--- config.mk ---
export PLATFORM = sky130hd
export DESIGN_NAME = serial_port_tx
export DESIGN_NICKNAME = d
export VERILOG_FILES = /design/src/rtl/serial_port_tx.v
export VERILOG_INCLUDE_DIRS = /design/src /design/src/rtl
export SDC_FILE = /design/constraint.sdc
export NUM_CORES = 1
export LEC_CHECK = 0
export BUFFER_PORTS_ARGS = -buffer_cell sky130_fd_sc_hd__buf_2
export CAP_MARGIN = 20
export CORE_UTILIZATION = 37
export CTS_CLUSTER_DIAMETER = 50
export CTS_CLUSTER_SIZE = 28
export DETAILED_ROUTE_END_ITERATION = 8
export PLACE_DENSITY = 0.54
export SETUP_SLACK_MARGIN = 0.1
export SYNTH_ARGS = -nofsm -noshare
export SYNTH_HDL_FRONTEND = slang
export SYNTH_SLANG_ARGS = --single-unit
export TNS_END_PERCENT = 50
--- constraint.sdc ---
create_clock -name clk_sys -period 1.7 [get_ports clk_sys]
set_input_delay 0.255 -clock clk_sys [delete_from_list [all_inputs] [get_ports clk_sys]]
set_output_delay 0.255 -clock clk_sys [all_outputs]
set_load 0.005 [all_outputs]
--- src/rtl/serial_port_tx_map.vh ---
// Register map, field positions and reset values of the serial port control
`ifndef SERIAL_PORT_TX_MAP_VH
`define SERIAL_PORT_TX_MAP_VH
// ---------------------------------------------------------------
// Register word addresses
// ---------------------------------------------------------------
`define ADDR_CTRL_ONE    4'h0
`define ADDR_CTRL_TWO    4'h1
`define ADDR_RATE_CFG    4'h2
`define ADDR_TX_DATA     4'h3
`define ADDR_IRQ_STATUS  4'h4
`define ADDR_IRQ_ENABLE  4'h5
`define ADDR_IRQ_CLEAR   4'h6
`define ADDR_RX_DATA     4'h7
// ---------------------------------------------------------------
// Field positions
// ---------------------------------------------------------------
`define BIT_LOOPBACK     15
`define BIT_HALT_HI      12
`define BIT_HALT_LO      11
`define BIT_FRAME_EN     7
`define BIT_RATE_EN      6
`define BIT_TX_EN        0
`define BIT_RX_EN        0
`define CFG_DIV_HI       7
`define CFG_DIV_LO       0
`define CFG_PER_HI       15
`define CFG_PER_LO       8
// ---------------------------------------------------------------
// Reset values and constants
// ---------------------------------------------------------------
`define RST_CTRL_ONE     16'h0000
`define RST_CTRL_TWO     16'h0000
`define RST_RATE_CFG     16'h0f01
`define RST_BYTE         8'h00
`define RST_WORD         16'h0000
`define RST_IRQ          2'h0
`define ZERO_WORD        32'h00000000
`define CNT_ONE          8'h01
`define BIT_CNT_ZERO     4'h0
`define BIT_CNT_LAST     4'hf
`define IRQ_TX_READY     0
`define IRQ_FRAME        1
`define RX_CNT_ZERO      5'h00
`define RX_CNT_ONE       5'h01
`define RX_CNT_LAST      5'h0f
`endif

--- src/rtl/serial_port_tx.v ---
// Transmit side reset, rate generator, loopback and clock halt logic
//
// The address map and the Avalon-MM slave port were chosen for this implementation.
`timescale 1ns/100ps
`default_nettype none
`include "serial_port_tx_map.vh"
module serial_port_tx (
   input  wire        clk_sys,         // System clock 50 MHz
   input  wire        rst_n,           // Synchronous reset, low active
   input  wire [3:0]  address,         // Avalon word address
   input  wire        read,            // Avalon read strobe
   input  wire        write,           // Avalon write strobe
   input  wire [31:0] writedata,       // Avalon write data
   input  wire [3:0]  byteenable,      // Avalon byte enables
   output reg  [31:0] readdata,        // Avalon read data
   output reg         waitrequest,     // Avalon wait request
   output reg         irq,             // Level interrupt
   input  wire        rx_data_pin,     // External receive data
   input  wire        rx_frame_pin,    // External receive frame
   input  wire        rx_clock_pin,    // External receive clock
   output reg         tx_data_pin,     // Transmit data
   output reg         tx_frame_pin,    // Transmit frame
   output reg         tx_clock_pin,    // Transmit clock
   output reg         generated_clock, // Rate generator clock
   output reg         generated_frame_pulse, // Rate generator frame
   output reg         tx_ready_flag    // Transmit ready level
);
   // ---------------------------------------------------------------
   // Registers
   // ---------------------------------------------------------------
   // Control words, data path state and synchronisers
   reg [15:0] ctrlOne;       // Control register one
   reg [15:0] ctrlTwo;       // Control register two
   reg [15:0] rateCfg;       // Divider and frame period
   reg [15:0] txShift;       // Transmit shift register
   reg [15:0] txHold;        // Transmit holding word
   reg        txHoldFull;    // Holding word waiting
   reg [15:0] rxShift;       // Receive shift register
   reg [15:0] rxData;        // Last received word
   reg [1:0]  irqStatus;     // Sticky events
   reg [1:0]  irqEnable;     // Event enables
   reg        softDisable;   // Rate gen left by software
   reg        txEnPrev;      // Last transmit enable
   reg [7:0]  divCnt;        // Clock divider counter
   reg [7:0]  perCnt;        // Frame period counter
   reg        frameEnPrev;   // Last frame logic state
   reg [3:0]  bitCnt;        // Bits remaining in word
   reg        busy;          // Word being sent
   reg        halfWait;      // Half cycle start delay
   reg [2:0]  rxDataSync;    // Receive data synchroniser
   reg [2:0]  rxFrameSync;   // Receive frame synchroniser
   reg [2:0]  rxClockSync;   // Receive clock synchroniser
   reg        rxClkPrev;     // Last effective receive clock
   reg        rxFrameSeen;   // Frame seen, first bit pending
   reg [4:0]  rxCount;       // Bits taken into current word
   // ---------------------------------------------------------------
   // Decoded control fields
   // ---------------------------------------------------------------
   // Software sees two control words and the rate config; these are their live decodes.
   // Loopback and clock halt both reroute the receive path, so they
   // are decoded side by side and read by the receiver.
   wire       loopback  = ctrlOne[`BIT_LOOPBACK];
   wire [1:0] haltSel   = ctrlOne[`BIT_HALT_HI:`BIT_HALT_LO];
   wire       haltMode  = haltSel[1];
   wire       haltDelay = haltSel[0];        // Half cycle start
   wire       frameEn   = ctrlTwo[`BIT_FRAME_EN];
   wire       rateEn    = ctrlTwo[`BIT_RATE_EN];
   wire       txEn      = ctrlTwo[`BIT_TX_EN];
   wire       rxEn      = ctrlOne[`BIT_RX_EN];
   wire [7:0] divVal    = rateCfg[`CFG_DIV_HI:`CFG_DIV_LO];
   wire [7:0] perVal    = rateCfg[`CFG_PER_HI:`CFG_PER_LO];
   // A write lands at the edge where waitrequest is seen low, the
   // same edge at which the master ends its request; a read is
   // registered one edge earlier so its data stand at that edge.
   wire       busWrite  = write & ~waitrequest; // Write lands now
   wire       busRead   = read & waitrequest;   // Read data prepared
   wire       divTick   = (divCnt == divVal);   // Half period done
   wire       clkRise   = divTick & ~generated_clock; // Rising edge
   wire       clkFall   = divTick & generated_clock;  // Falling edge
   wire       txWrite   = busWrite & (address == `ADDR_TX_DATA);
   wire       framePulse = rateEn & frameEn & clkRise &
                           (perCnt == `RST_BYTE);
   // Receive inputs: loopback feeds all three from transmit, halt mode only clock and frame
   wire       rxClkEff  = (loopback | haltMode) ? tx_clock_pin :
                          rxClockSync[2];
   wire       rxFrmEff  = (loopback | haltMode) ? tx_frame_pin :
                          rxFrameSync[2];
   wire       rxDatEff  = loopback ? tx_data_pin : rxDataSync[2];
   wire [15:0] be16     = {{8{byteenable[1]}}, {8{byteenable[0]}}};
   // ---------------------------------------------------------------
   // Input synchronisers
   // ---------------------------------------------------------------
   // Three flops ahead of use; first stage read only by second
   // Pins are asynchronous to the system clock. Three stages keep
   // the pins equally delayed; only the last stage feeds logic, so
   // a metastable first stage never reaches a decision.
   always @(posedge clk_sys) begin
      if (!rst_n) begin
         rxDataSync  <= 3'h0;
         rxFrameSync <= 3'h0;
         rxClockSync <= 3'h0;
      end else begin
         rxDataSync  <= {rxDataSync[1:0], rx_data_pin};
         rxFrameSync <= {rxFrameSync[1:0], rx_frame_pin};
         rxClockSync <= {rxClockSync[1:0], rx_clock_pin};
      end
   end
   // ---------------------------------------------------------------
   // Avalon slave and control registers
   // ---------------------------------------------------------------
   // One wait cycle on every access, then completion
   // Waitrequest idles high. A request seen with it high drops it
   // for one cycle; the next edge completes the access and raises
   // it again, so back to back requests each take two cycles.
   // Control and rate config writes honour the two low byte lanes only; other writes ignore byteenable.
   always @(posedge clk_sys) begin
      if (!rst_n) begin
         waitrequest <= 1'b1;
         readdata    <= `ZERO_WORD;
         ctrlOne     <= `RST_CTRL_ONE;
         ctrlTwo     <= `RST_CTRL_TWO;
         rateCfg     <= `RST_RATE_CFG;
         irqEnable   <= `RST_IRQ;
         softDisable <= 1'b0;
      end else begin
         waitrequest <= ~(read | write) | ~waitrequest;
         if (busWrite) begin
            case (address)
               `ADDR_CTRL_ONE: begin
                  ctrlOne <= (ctrlOne & ~be16) | (writedata[15:0] & be16);
               end
               `ADDR_CTRL_TWO: begin
                  // Separate resets per enable bit
                  ctrlTwo <= (ctrlTwo & ~be16) | (writedata[15:0] & be16);
                  if (byteenable[0] & rateEn & ~writedata[`BIT_RATE_EN]) begin
                     softDisable <= 1'b1;
                  end
               end
               `ADDR_RATE_CFG: begin
                  rateCfg <= (rateCfg & ~be16) | (writedata[15:0] & be16);
               end
               `ADDR_IRQ_ENABLE: begin
                  irqEnable <= writedata[1:0];
               end
               default: begin
                  // Other addresses store nothing
               end
            endcase
         end
         if (busRead) begin
            case (address)
               `ADDR_CTRL_ONE:   readdata <= {16'h0000, ctrlOne};
               `ADDR_CTRL_TWO:   readdata <= {16'h0000, ctrlTwo};
               `ADDR_RATE_CFG:   readdata <= {16'h0000, rateCfg};
               `ADDR_IRQ_STATUS: readdata <= {30'h00000000, irqStatus};
               `ADDR_IRQ_ENABLE: readdata <= {30'h00000000, irqEnable};
               `ADDR_RX_DATA:    readdata <= {16'h0000, rxData};
               default:          readdata <= `ZERO_WORD; // Unmapped
            endcase
         end
      end
   end
   // ---------------------------------------------------------------
   // Sample rate generator
   // ---------------------------------------------------------------
   // Divider, period counter and frame pulse
   // While disabled the generator either toggles every cycle, the
   // state a chip reset leaves, or parks both outputs low once
   // software has switched it off. Enabled, the clock toggles each
   // time the divider reaches its programmed value, and the period
   // counter reloads whenever frame logic is switched on, so the
   // first frame pulse follows a full programmed period.
   always @(posedge clk_sys) begin
      if (!rst_n) begin
         divCnt                <= `RST_BYTE;
         perCnt                <= `RST_BYTE;
         frameEnPrev           <= 1'b0;
         generated_clock       <= 1'b0;
         generated_frame_pulse <= 1'b0;
      end else if (!rateEn) begin
         divCnt                <= `RST_BYTE;
         perCnt                <= perVal;
         frameEnPrev           <= frameEn;
         generated_frame_pulse <= 1'b0;
         // After chip reset clock toggles each cycle: cpu/2
         generated_clock <= softDisable ? 1'b0 : ~generated_clock;
      end else begin
         frameEnPrev <= frameEn;
         divCnt <= divTick ? `RST_BYTE : divCnt + `CNT_ONE;
         if (divTick) begin
            generated_clock <= ~generated_clock;
         end
         if (!frameEn) begin
            perCnt <= perVal;
         end else if (!frameEnPrev) begin
            perCnt <= perVal;
         end else if (clkRise) begin
            perCnt <= (perCnt == `RST_BYTE) ? perVal : perCnt - `CNT_ONE;
         end
         generated_frame_pulse <= framePulse;
      end
   end
   // ---------------------------------------------------------------
   // Transmitter
   // ---------------------------------------------------------------
   // Holds reset while disabled; shifts on generated clock
   // A written word waits in the holding register until a frame
   // pulse, or in clock halt mode a falling generated clock edge,
   // starts it. Bits leave most significant first and change on
   // falling generated clock edges, so the far side samples on the
   // rising edge. Ready drops on a data write and comes back as
   // soon as the holding register is free again.
   always @(posedge clk_sys) begin
      if (!rst_n) begin
         txShift       <= `RST_WORD;
         txHold        <= `RST_WORD;
         txHoldFull    <= 1'b0;
         txEnPrev      <= 1'b0;
         tx_ready_flag <= 1'b0;
         bitCnt        <= `BIT_CNT_ZERO;
         busy          <= 1'b0;
         halfWait      <= 1'b0;
         tx_data_pin   <= 1'b0;
         tx_frame_pin  <= 1'b0;
         tx_clock_pin  <= 1'b0;
      end else if (!txEn) begin
         txShift       <= `RST_WORD;
         txHoldFull    <= 1'b0;
         txEnPrev      <= 1'b0;
         tx_ready_flag <= 1'b0;
         busy          <= 1'b0;
         halfWait      <= 1'b0;
         tx_data_pin   <= 1'b0;
         tx_frame_pin  <= 1'b0;
         tx_clock_pin  <= 1'b0;
      end else begin
         txEnPrev <= 1'b1;
         // Ready rises on release, stays until a data write
         if (txWrite) begin
            tx_ready_flag <= 1'b0;
            txHold        <= writedata[15:0];
            txHoldFull    <= 1'b1;
         end else if (!txEnPrev) begin
            tx_ready_flag <= 1'b1;
         end
         tx_frame_pin <= 1'b0;
         if (!busy && txHoldFull && !txWrite &&
             (haltMode ? clkFall : framePulse)) begin
            txShift      <= txHold;
            txHoldFull   <= 1'b0;
            tx_ready_flag <= 1'b1;
            busy         <= 1'b1;
            halfWait     <= haltMode & haltDelay;
            bitCnt       <= `BIT_CNT_LAST;
            tx_frame_pin <= 1'b1;
            tx_data_pin  <= txHold[15];
         end else if (busy && clkFall) begin
            if (halfWait) begin
               halfWait <= 1'b0;
            end else if (bitCnt == `BIT_CNT_ZERO) begin
               busy <= 1'b0;
            end else begin
               bitCnt      <= bitCnt - 4'h1;
               txShift     <= {txShift[14:0], 1'b0};
               tx_data_pin <= txShift[14];
            end
         end
         // Halt mode: clock runs only during a word
         // Outside a word the clock pin parks low; with delay
         // selected the first half period is held back too.
         if (haltMode) begin
            tx_clock_pin <= (busy & ~halfWait) ? generated_clock : 1'b0;
         end else begin
            tx_clock_pin <= generated_clock;
         end
      end
   end
   // ---------------------------------------------------------------
   // Receiver and interrupts
   // ---------------------------------------------------------------
   // Samples effective receive data on clock rise
   // A frame seen since the last rise marks the next bit as the
   // first of a word and the sixteenth bit completes it. The frame
   // is remembered because it may end before the clock edge that
   // carries the first bit.
   always @(posedge clk_sys) begin
      if (!rst_n) begin
         rxShift     <= `RST_WORD;
         rxData      <= `RST_WORD;
         rxClkPrev   <= 1'b0;
         rxFrameSeen <= 1'b0;
         rxCount     <= `RX_CNT_ZERO;
         irqStatus   <= `RST_IRQ;
         irq         <= 1'b0;
      end else begin
         rxClkPrev <= rxClkEff;
         if (!rxEn) begin
            // Receiver held in reset
            rxShift     <= `RST_WORD;
            rxFrameSeen <= 1'b0;
            rxCount     <= `RX_CNT_ZERO;
         end else if (rxClkEff & ~rxClkPrev) begin
            rxShift     <= {rxShift[14:0], rxDatEff};
            rxFrameSeen <= 1'b0;
            if (rxFrameSeen | rxFrmEff) begin
               // First bit of a new word
               rxCount <= `RX_CNT_ONE;
            end else if (rxCount == `RX_CNT_LAST) begin
               // Sixteenth bit: word complete
               rxData  <= {rxShift[14:0], rxDatEff};
               rxCount <= `RX_CNT_ZERO;
            end else if (rxCount != `RX_CNT_ZERO) begin
               rxCount <= rxCount + `RX_CNT_ONE;
            end
         end else if (rxFrmEff) begin
            // Frame ahead of its first clock rise
            rxFrameSeen <= 1'b1;
         end
         // Bit 0 marks the transmitter leaving reset, bit 1 a frame
         // pulse; the interrupt follows status one cycle later.
         // Set beats clear in the same cycle
         irqStatus <= (irqStatus & ~((busWrite &&
                      address == `ADDR_IRQ_CLEAR) ? writedata[1:0] :
                      `RST_IRQ)) |
                      {framePulse, txEn & ~txEnPrev};
         irq <= |(irqStatus & irqEnable);
      end
   end
endmodule // serial_port_tx
`default_nettype wire

[Yosys cells after proc, flatten, opt, wreduce, memory -nomap -nowiden]
Cells that the tools add are included.
Storage, ports and cells
  register bits after elaboration: 196
  input port bits: 47
  word-level logic and storage cells: 167
Cells by class
  add/subtract/negate cells: 4
  equality and inequality tests: 14
  multiplexer cells: 42
  bitwise gates (word level): 42
  reduce and logical (&&, ||, !) cells: 32
Operators with widths (number)
  case mux 16 bit (6 select lines): 1
  bitwise AND 16 bit: 4
  2-to-1 mux 15 bit: 4
  OR 16 bit: 3
  2-to-1 mux 8 bit: 5
  2-to-1 mux 1 bit: 24
  AND reduction 2 bit: 9
  equality test 4 x 3 -> 1 bit (second input constant): 4
  2-to-1 mux 4 bit: 4
  NOT 16 bit: 1
  2-to-1 mux 5 bit: 3
  bitwise AND 1 bit: 14
  NOT 1 bit: 12
  AND reduction 3 bit: 3
  OR reduction 3 bit: 3
  adder 8 x 1 -> 8 bit (second input constant): 1
  equality test 4 x 2 -> 1 bit (second input constant): 2
  equality test 8 bit: 1
  logical NOT 4 bit: 2
  logical NOT 8 bit: 1
  AND reduction 4 bit: 2
  subtractor 8 x 1 -> 8 bit (second input constant): 1
  adder 5 x 1 -> 5 bit (second input constant): 1
  equality test 5 x 4 -> 1 bit (second input constant): 1
  17 further kinds: 28

[Logic depth before layout (Yosys ltp)]
Gate-level depths: netlist (run 1).
  word-level depth: 8
  mapped depth: 8
  depth with buffers taken out: 7

[Worst setup path before layout (run 1)]
Ideal clock, no wire load.
  path kind: flip-flop to flip-flop
  start point: reg with a tool-made name
  end point: reg rxData[10]
  library setup time: 116 ps
  arrival time: 1654 ps
  required time: 1584 ps
  path slack: -70 ps
  stages on the path, launching flop included: 9
  path buffers: 3
  period minus slack after synthesis: 1770 ps
  path through: dfxtp_1 -> buf_6 -> or3b_4 -> a21o_1 -> nor3_2 -> buf_6 -> buf_12 -> mux2i_1 -> nor2b_1
RTL lines
  end signal, assigned: line serial_port_tx.v:289  | rxData <= `RST_WORD;
  end signal, assigned: line serial_port_tx.v:310  | rxData <= {rxShift[14:0], rxDatEff};
  end, declared: line serial_port_tx.v:39  | reg [15:0] rxData;

==> metrics, run 1 <==
status finished, violations left; failing checks setup timing; Fmax 559.3 MHz; port buffer count 52; drt first pass iters 5; root cell of the clock tree clkbuf_16; via count 6473; Avg Cell Area, Syn 9.185 um^2; Die Ht 149.1 um; PnR worst setup slack -87.89 ps; Initial Utilization around 38%; final wirelength slightly above 20000 um; PwrDens between 800 and 900 nW/um^2; synthesis-to-finish area growth 30.57%; Final setup viols 32; clock latency on the worst-skew pair 430 ps; Hold Vio Cnt, Final 0; Slew HR between 60% and 70%; Core Rows 53; Distinct cells, synth 59; Die X 149.1 um; # DRC 0; core area around 21000 um^2; Clock Skew 15.72 ps; Tightest Hold Check Type input port to register; drt via density 5.030; Yosys warning count 0; largest net degree at the start of global routing between 50 and 60; buffers and inverters on the worst path 2; LEAKAGE 3.660 nW; initial antenna violation count 0; drt initial violations 370; Synth Flop Type dfxtp_1; Clock Path Buffers 2; setup slack at placement -125.9 ps; Inserted Clock Buffers 17; WS Path Type register to register; CP max-delay cell dfxtp_4; Clock Sinks 180; Synth top area share 44.99%; final std cells w/o fill 1287; DR WL/cell 16.09 um; placed cells 1238; Max Cap Viol 0; vias in the first global route 6414; Top delay family on crit path simple AND/OR/NAND/NOR gates; critical path cell sequence or3b_4 > a21o_1 > nor3_4 > buf_6 > clkbuf_16 > mux2i_1 > nor2b_1; CP max FO 7; post-synthesis register bit count 180; Mapped Cells 872; n_diodes 0; commonest cells in the netlist dfxtp_1, nand2_1, nor2b_1; fin nets 1052; clk slew on worst S/H paths 70 ps; share of layout cells above drive strength 1 28.06%; crit path capture type register; most frequent cell after synthesis dfxtp_1; Post-DP HPWL 14210 um; CP startpoint kind register; ranking of synthesized cells by area dfxtp_1, mux2i_1, nor2b_1; setup TNS -1126 ps; RSZ-0062 raised after global routing true; Worst EP arrival roughly 2100 ps; Final GP Congestion 0.8366; Antenna Nets Post-Route 0; Die ar. 22240 um^2; CTS tree done; EDFF count, synth 0; IO Count 87; htree depth 4; GRT Total Usage 19.20%; Slew Viols, Final 0; Syn Std Cell Area about 8000 um^2; post-synth top area cell dfxtp_1; Max VDD drop a little over 0.5 mV; slowest stage delay, CP between 300 and 400 ps; grt ovf 0; Tcrit/Tclk final 105.2%; sequential-to-total area share from yosys stat roughly 45%; Async SR Flop Fraction 0%; global-route wire length before repair roughly 33000 um; Worst Tran Pin Value 568.0 ps; Final Critical Period 1788 ps; Critical Path RT roughly 2000 ps
-- worst reg2reg max path, delay by kind of cell, from the launching register on --
kind / cells / cell delay, ps
muxes: 1 / 190
AOI/OAI and AO/OA: 1 / 210
DFF: 1 / 380
and+or+nand+nor: 3 / 600
buffers and inverters: 2 / 290
-- repair_timing --
item	4_1_cts	5_1_grt
gates resized for setup	67	60
pin swaps	24	36
setup endpoints to repair	69	62
setup buffers	7	6
hold buffers	0	0
gates cloned	2	2
-- cells in the final DEF (no fill, tap or decap), types with 6 or more instances in the layout --
master	count
and2_1	15
buf_4	92
nor2_1	22
clkbuf_16	19
nand2_1	89
mux2i_1	68
a31oi_1	12
a21oi_2	7
a21o_1	16
o21ai_0	26
dfxtp_1	163
a22oi_1	30
buf_12	15
nand3_1	25
a21oi_1	32
a31oi_4	8
nor2b_1	70
buf_6	10
o21ai_1	18
xnor2_2	8
dfxtp_2	15
and3_1	11
conb_1	16
a21boi_0	32
nand4_1	6
inv_1	14
buf_2	51
-- cells by family (layout without fill, tap and decap cells) --
kind of cell | Yosys count | in the layout | share of synthesized area (%)
flip-flops | 180 | 180 | 44.99
adder cells (fa/ha/maj) | 6 | 6 | 0.9373
multiplexers | 72 | 72 | 9.030
XOR/XNOR | 15 | 15 | 1.640
other | 1 | 16 | 0.04682
AND/OR/NAND/NOR | 280 | 280 | 18.79
AO/OA/AOI/OAI | 225 | 225 | 18.59
buffers and inverters | 93 | 218 | 5.968
-- cell type report --
cell class                      count  area (um^2)
Clock inverter                     14        170.2
Fill cell                        2002        10700
Multi-Input combinational cell    614         4372
Timing Repair Buffer              172         1450
Tap cell                          275        344.1
Sequential cell                   180         3630
Inverter                           14        52.55
Clock buffer                       18        439.2
-- worst paths after layout --
check	startpoint	endpoint	cells past startpoint	slack, ps
worst min-delay path	rx_clock_pin	rxClockSync[0]	2	30
worst max-delay path	register	rxData[6]	7	-90
worst min register to register	rxFrameSync[1]	rxFrameSync[2]	1	430
worst max register to register	register	rxData[6]	7	-90
-- metal layers --
metal / share of wire [%] / GRT usage [%] / vias to the layer above
li1: - / - / 3287
met1: 50 / 25.97 / 3091
met2: 47 / 31.30 / 85
met3: 2.7 / 3.945 / 10
met4: 0.69 / 4.286 / 0
met5: 0 / 0 / -
-- stage by stage --
step / power [mW] / utilization [%] / hold WS [ps] / instance area, um^2
after floorplan: 4.557 / - / 370.9 / 8095
after global placement: 4.728 / 43.43 / 414.9 / 9188
after detailed placement: 4.729 / 43.43 / 420.2 / 9188
after CTS: 8.857 / 47.98 / 9.341 / 10150
after global routing: 9.060 / 49.44 / 8.611 / 10460
final: 8.766 / 49.44 / 26.05 / 10460
-- where the power goes --
group | leakage (nW) | total [mW] | internal, mW | switching (mW)
Clock | 0.302 | 4.12 | 2.37 | 1.75
Combinational | 1.90 | 0.398 | 0.172 | 0.226
Sequential | 1.46 | 4.24 | 4.23 | 0.0116
Total | 3.66 | 8.77 | 6.77 | 1.99
Note: power is estimated with default switching activity, not from simulation.
==> run 2: changes to the inputs <==
--- a/config.mk
+++ b/config.mk
@@ -12,7 +12,8 @@
 export CTS_CLUSTER_DIAMETER = 50
 export CTS_CLUSTER_SIZE = 28
 export DETAILED_ROUTE_END_ITERATION = 8
-export PLACE_DENSITY = 0.54
+export GPL_TIMING_DRIVEN = 1
+export PLACE_DENSITY = 0.62
 export SETUP_SLACK_MARGIN = 0.1
 export SYNTH_ARGS = -nofsm -noshare
 export SYNTH_HDL_FRONTEND = slang
==> run 2 against run 1 <==
The run still ends with setup timing left. Worst hold slack lost 5.4 ps. Critical path depth stayed put. Sequential power about the same. First-iteration DRC count fell by 13%. Die area stayed put. Cell area increased by 2.9%. Sequential share of layout area fell by 1.0 points. Cell count is 0.47% higher. Utilization up 1.4 points. Register-to-register slack better by 20 ps. Critical path type unchanged. Critical endpoint unchanged. Largest power group unchanged. Highest routed layer is now met5.
==> metrics, run 2 (same netlist as run 1, synthesis figures left out) <==
status finished, violations left; failing checks setup timing; Final GP Congestion 0.8032 (-4.0%); core area 21150 um^2 (unchanged); fin area 10760 um^2 (+2.9%); Fmax 565.6 MHz (+1.1%); drt initial violations 322 (-13%); Tightest Hold Check Type input port to register; Slew HR 57.51% (-4.6 points); LEAKAGE 3.721 nW (+1.7%); placed cells 1238 (unchanged); hold slack 20.65 ps (-5.395 ps); CP max-delay cell dfxtp_4; final wirelength 21340 um (+3.1%); clock latency on the worst-skew pair 450 ps (+20 ps); Inserted Clock Buffers 17 (unchanged); Max Cap Viol 0 (unchanged); synthesis-to-finish area growth 34.34%; fin nets 1058 (+0.57%); Critical Path RT 2030 ps (about the same); Final Critical Period 1768 ps (-19.81 ps); Final setup viols 21 (-34%); IO Count 87 (unchanged); root cell of the clock tree clkbuf_16; Hold Vio Cnt, Final 0 (unchanged); Antenna Nets Post-Route 0 (unchanged); RSZ-0062 raised after global routing true; final std cells w/o fill 1293 (+0.47%); commonest non-fill, non-tap cell in the layout dfxtp_1; Core Rows 53 (unchanged); Die ar. 22240 um^2 (unchanged); PnR worst setup slack -68.08 ps (+19.81 ps); Die Ht 149.1 um (unchanged); GRT Total Usage 18.98% (-0.22 points); Clock Sinks 180 (unchanged); WS Path Type register to register; drt via density 5.195 (+3.3%); share of layout cells above drive strength 1 29.76% (+1.7 points); Worst EP arrival 2100 ps (about the same); Clock Path Buffers 2 (unchanged); critical path cell sequence or3b_4 > a21o_1 > nor3_4 > buf_4 > buf_16 > mux2i_1 > nor2b_1; n_diodes 0 (unchanged); DR WL/cell 16.50 um (+2.6%); via count 6717 (+3.8%); vias in the first global route 6419 (+0.078%); CP max FO 8 (+1); fin util 50.86% (+1.4 points); setup TNS -603.1 ps (+522.6 ps); Max VDD drop 0.5637 mV (+9.4%); Die X 149.1 um (unchanged); slowest stage delay, CP 380 ps (about the same); Placement Cell Area 9225 um^2 (+0.41%); CTS tree done; grt ovf 0 (unchanged); Clock Skew 15.01 ps (-0.7087 ps); initial antenna violation count 1 (+1); clk slew on worst S/H paths 80 ps (about the same); Tcrit/Tclk final 104.0% (-1.2 points); # DRC 0 (unchanged); Worst Tran Pin Value 636.7 ps (+68.75 ps); Post-DP HPWL 14050 um (-1.1%); drt first pass iters 7 (+2); htree depth 4 (unchanged); global-route wire length before repair 33010 um (-0.97%); crit path capture type register; PwrDens 809.6 nW/um^2 (-3.4%); CP startpoint kind register; Slew Viols, Final 0 (unchanged); largest net degree at the start of global routing 61 (+3.4%); most frequent cells in the layout dfxtp_1, nand2_1, buf_4; port buffer count 52 (unchanged); Initial Utilization 37.86% (unchanged)
-- run 2: metrics by stage --
step	power (mW)	worst slack, ps
after floorplan	4.557	-4.039
after global placement	4.715	-113.2
after detailed placement	4.719	-169.6
after CTS	8.788	-26.99
after global routing	8.992	-128.4
final	8.710	-68.08
-- run 2: routing by layer --
layer / global-route usage [%] / share of wire [%] / wire length (um) / up-vias
met3: 3.670 / 3.7 / 791 / 19
met5: 0 / 0.042 / 9 / -
li1: - / - / - / 3312
met2: 31.70 / 49 / 10410 / 139
met4: 5.102 / 1.2 / 253 / 2
met1: 24.90 / 46 / 9875 / 3245
-- run 2: area by class of cell --
type	instances	area, um^2
well taps	275	344.1
clock buffers	17	425.4
fillers	1934	10400
clock inverters	15	191.4
flip-flops and latches	180	3626
repair buffers	178	1607
inverters	14	52.55
multi-input cells	614	4513
-- run 2: path summary, 6_finish.rpt --
check / slack [ps] / to / start / cells after the start
max: -70 / rxData[6] / register / 7
min: 20 / rxDataSync[0] / rx_data_pin / 2
max reg2reg: -70 / rxData[6] / register / 7
min reg2reg: 440 / rxFrameSync[1] / rxFrameSync[0] / 1
-- run 2: repair_timing --
item                       in CTS  in global routing
hold buffers                    2                  0
pin swaps                      19                 43
gates resized for setup        53                106
setup buffers                   7                  5
setup endpoints to repair      69                 92
cloned                          2                  7
hold endpoints to repair        2                  0
-- run 2: power breakdown --
group	leakage [nW]	switching (mW)	internal [mW]
registers	1.46	0.0135	4.23
clock network	0.297	1.94	2.12
logic	1.96	0.229	0.170
-- run 2: critical path: cells and delay by family (launching register included) --
family,cells,cell delay [ps]
AND/OR/NAND/NOR,3,600
multiplexers,1,200
buffers and inverters,2,290
flip-flops,1,380
AO/OA/AOI/OAI,1,200
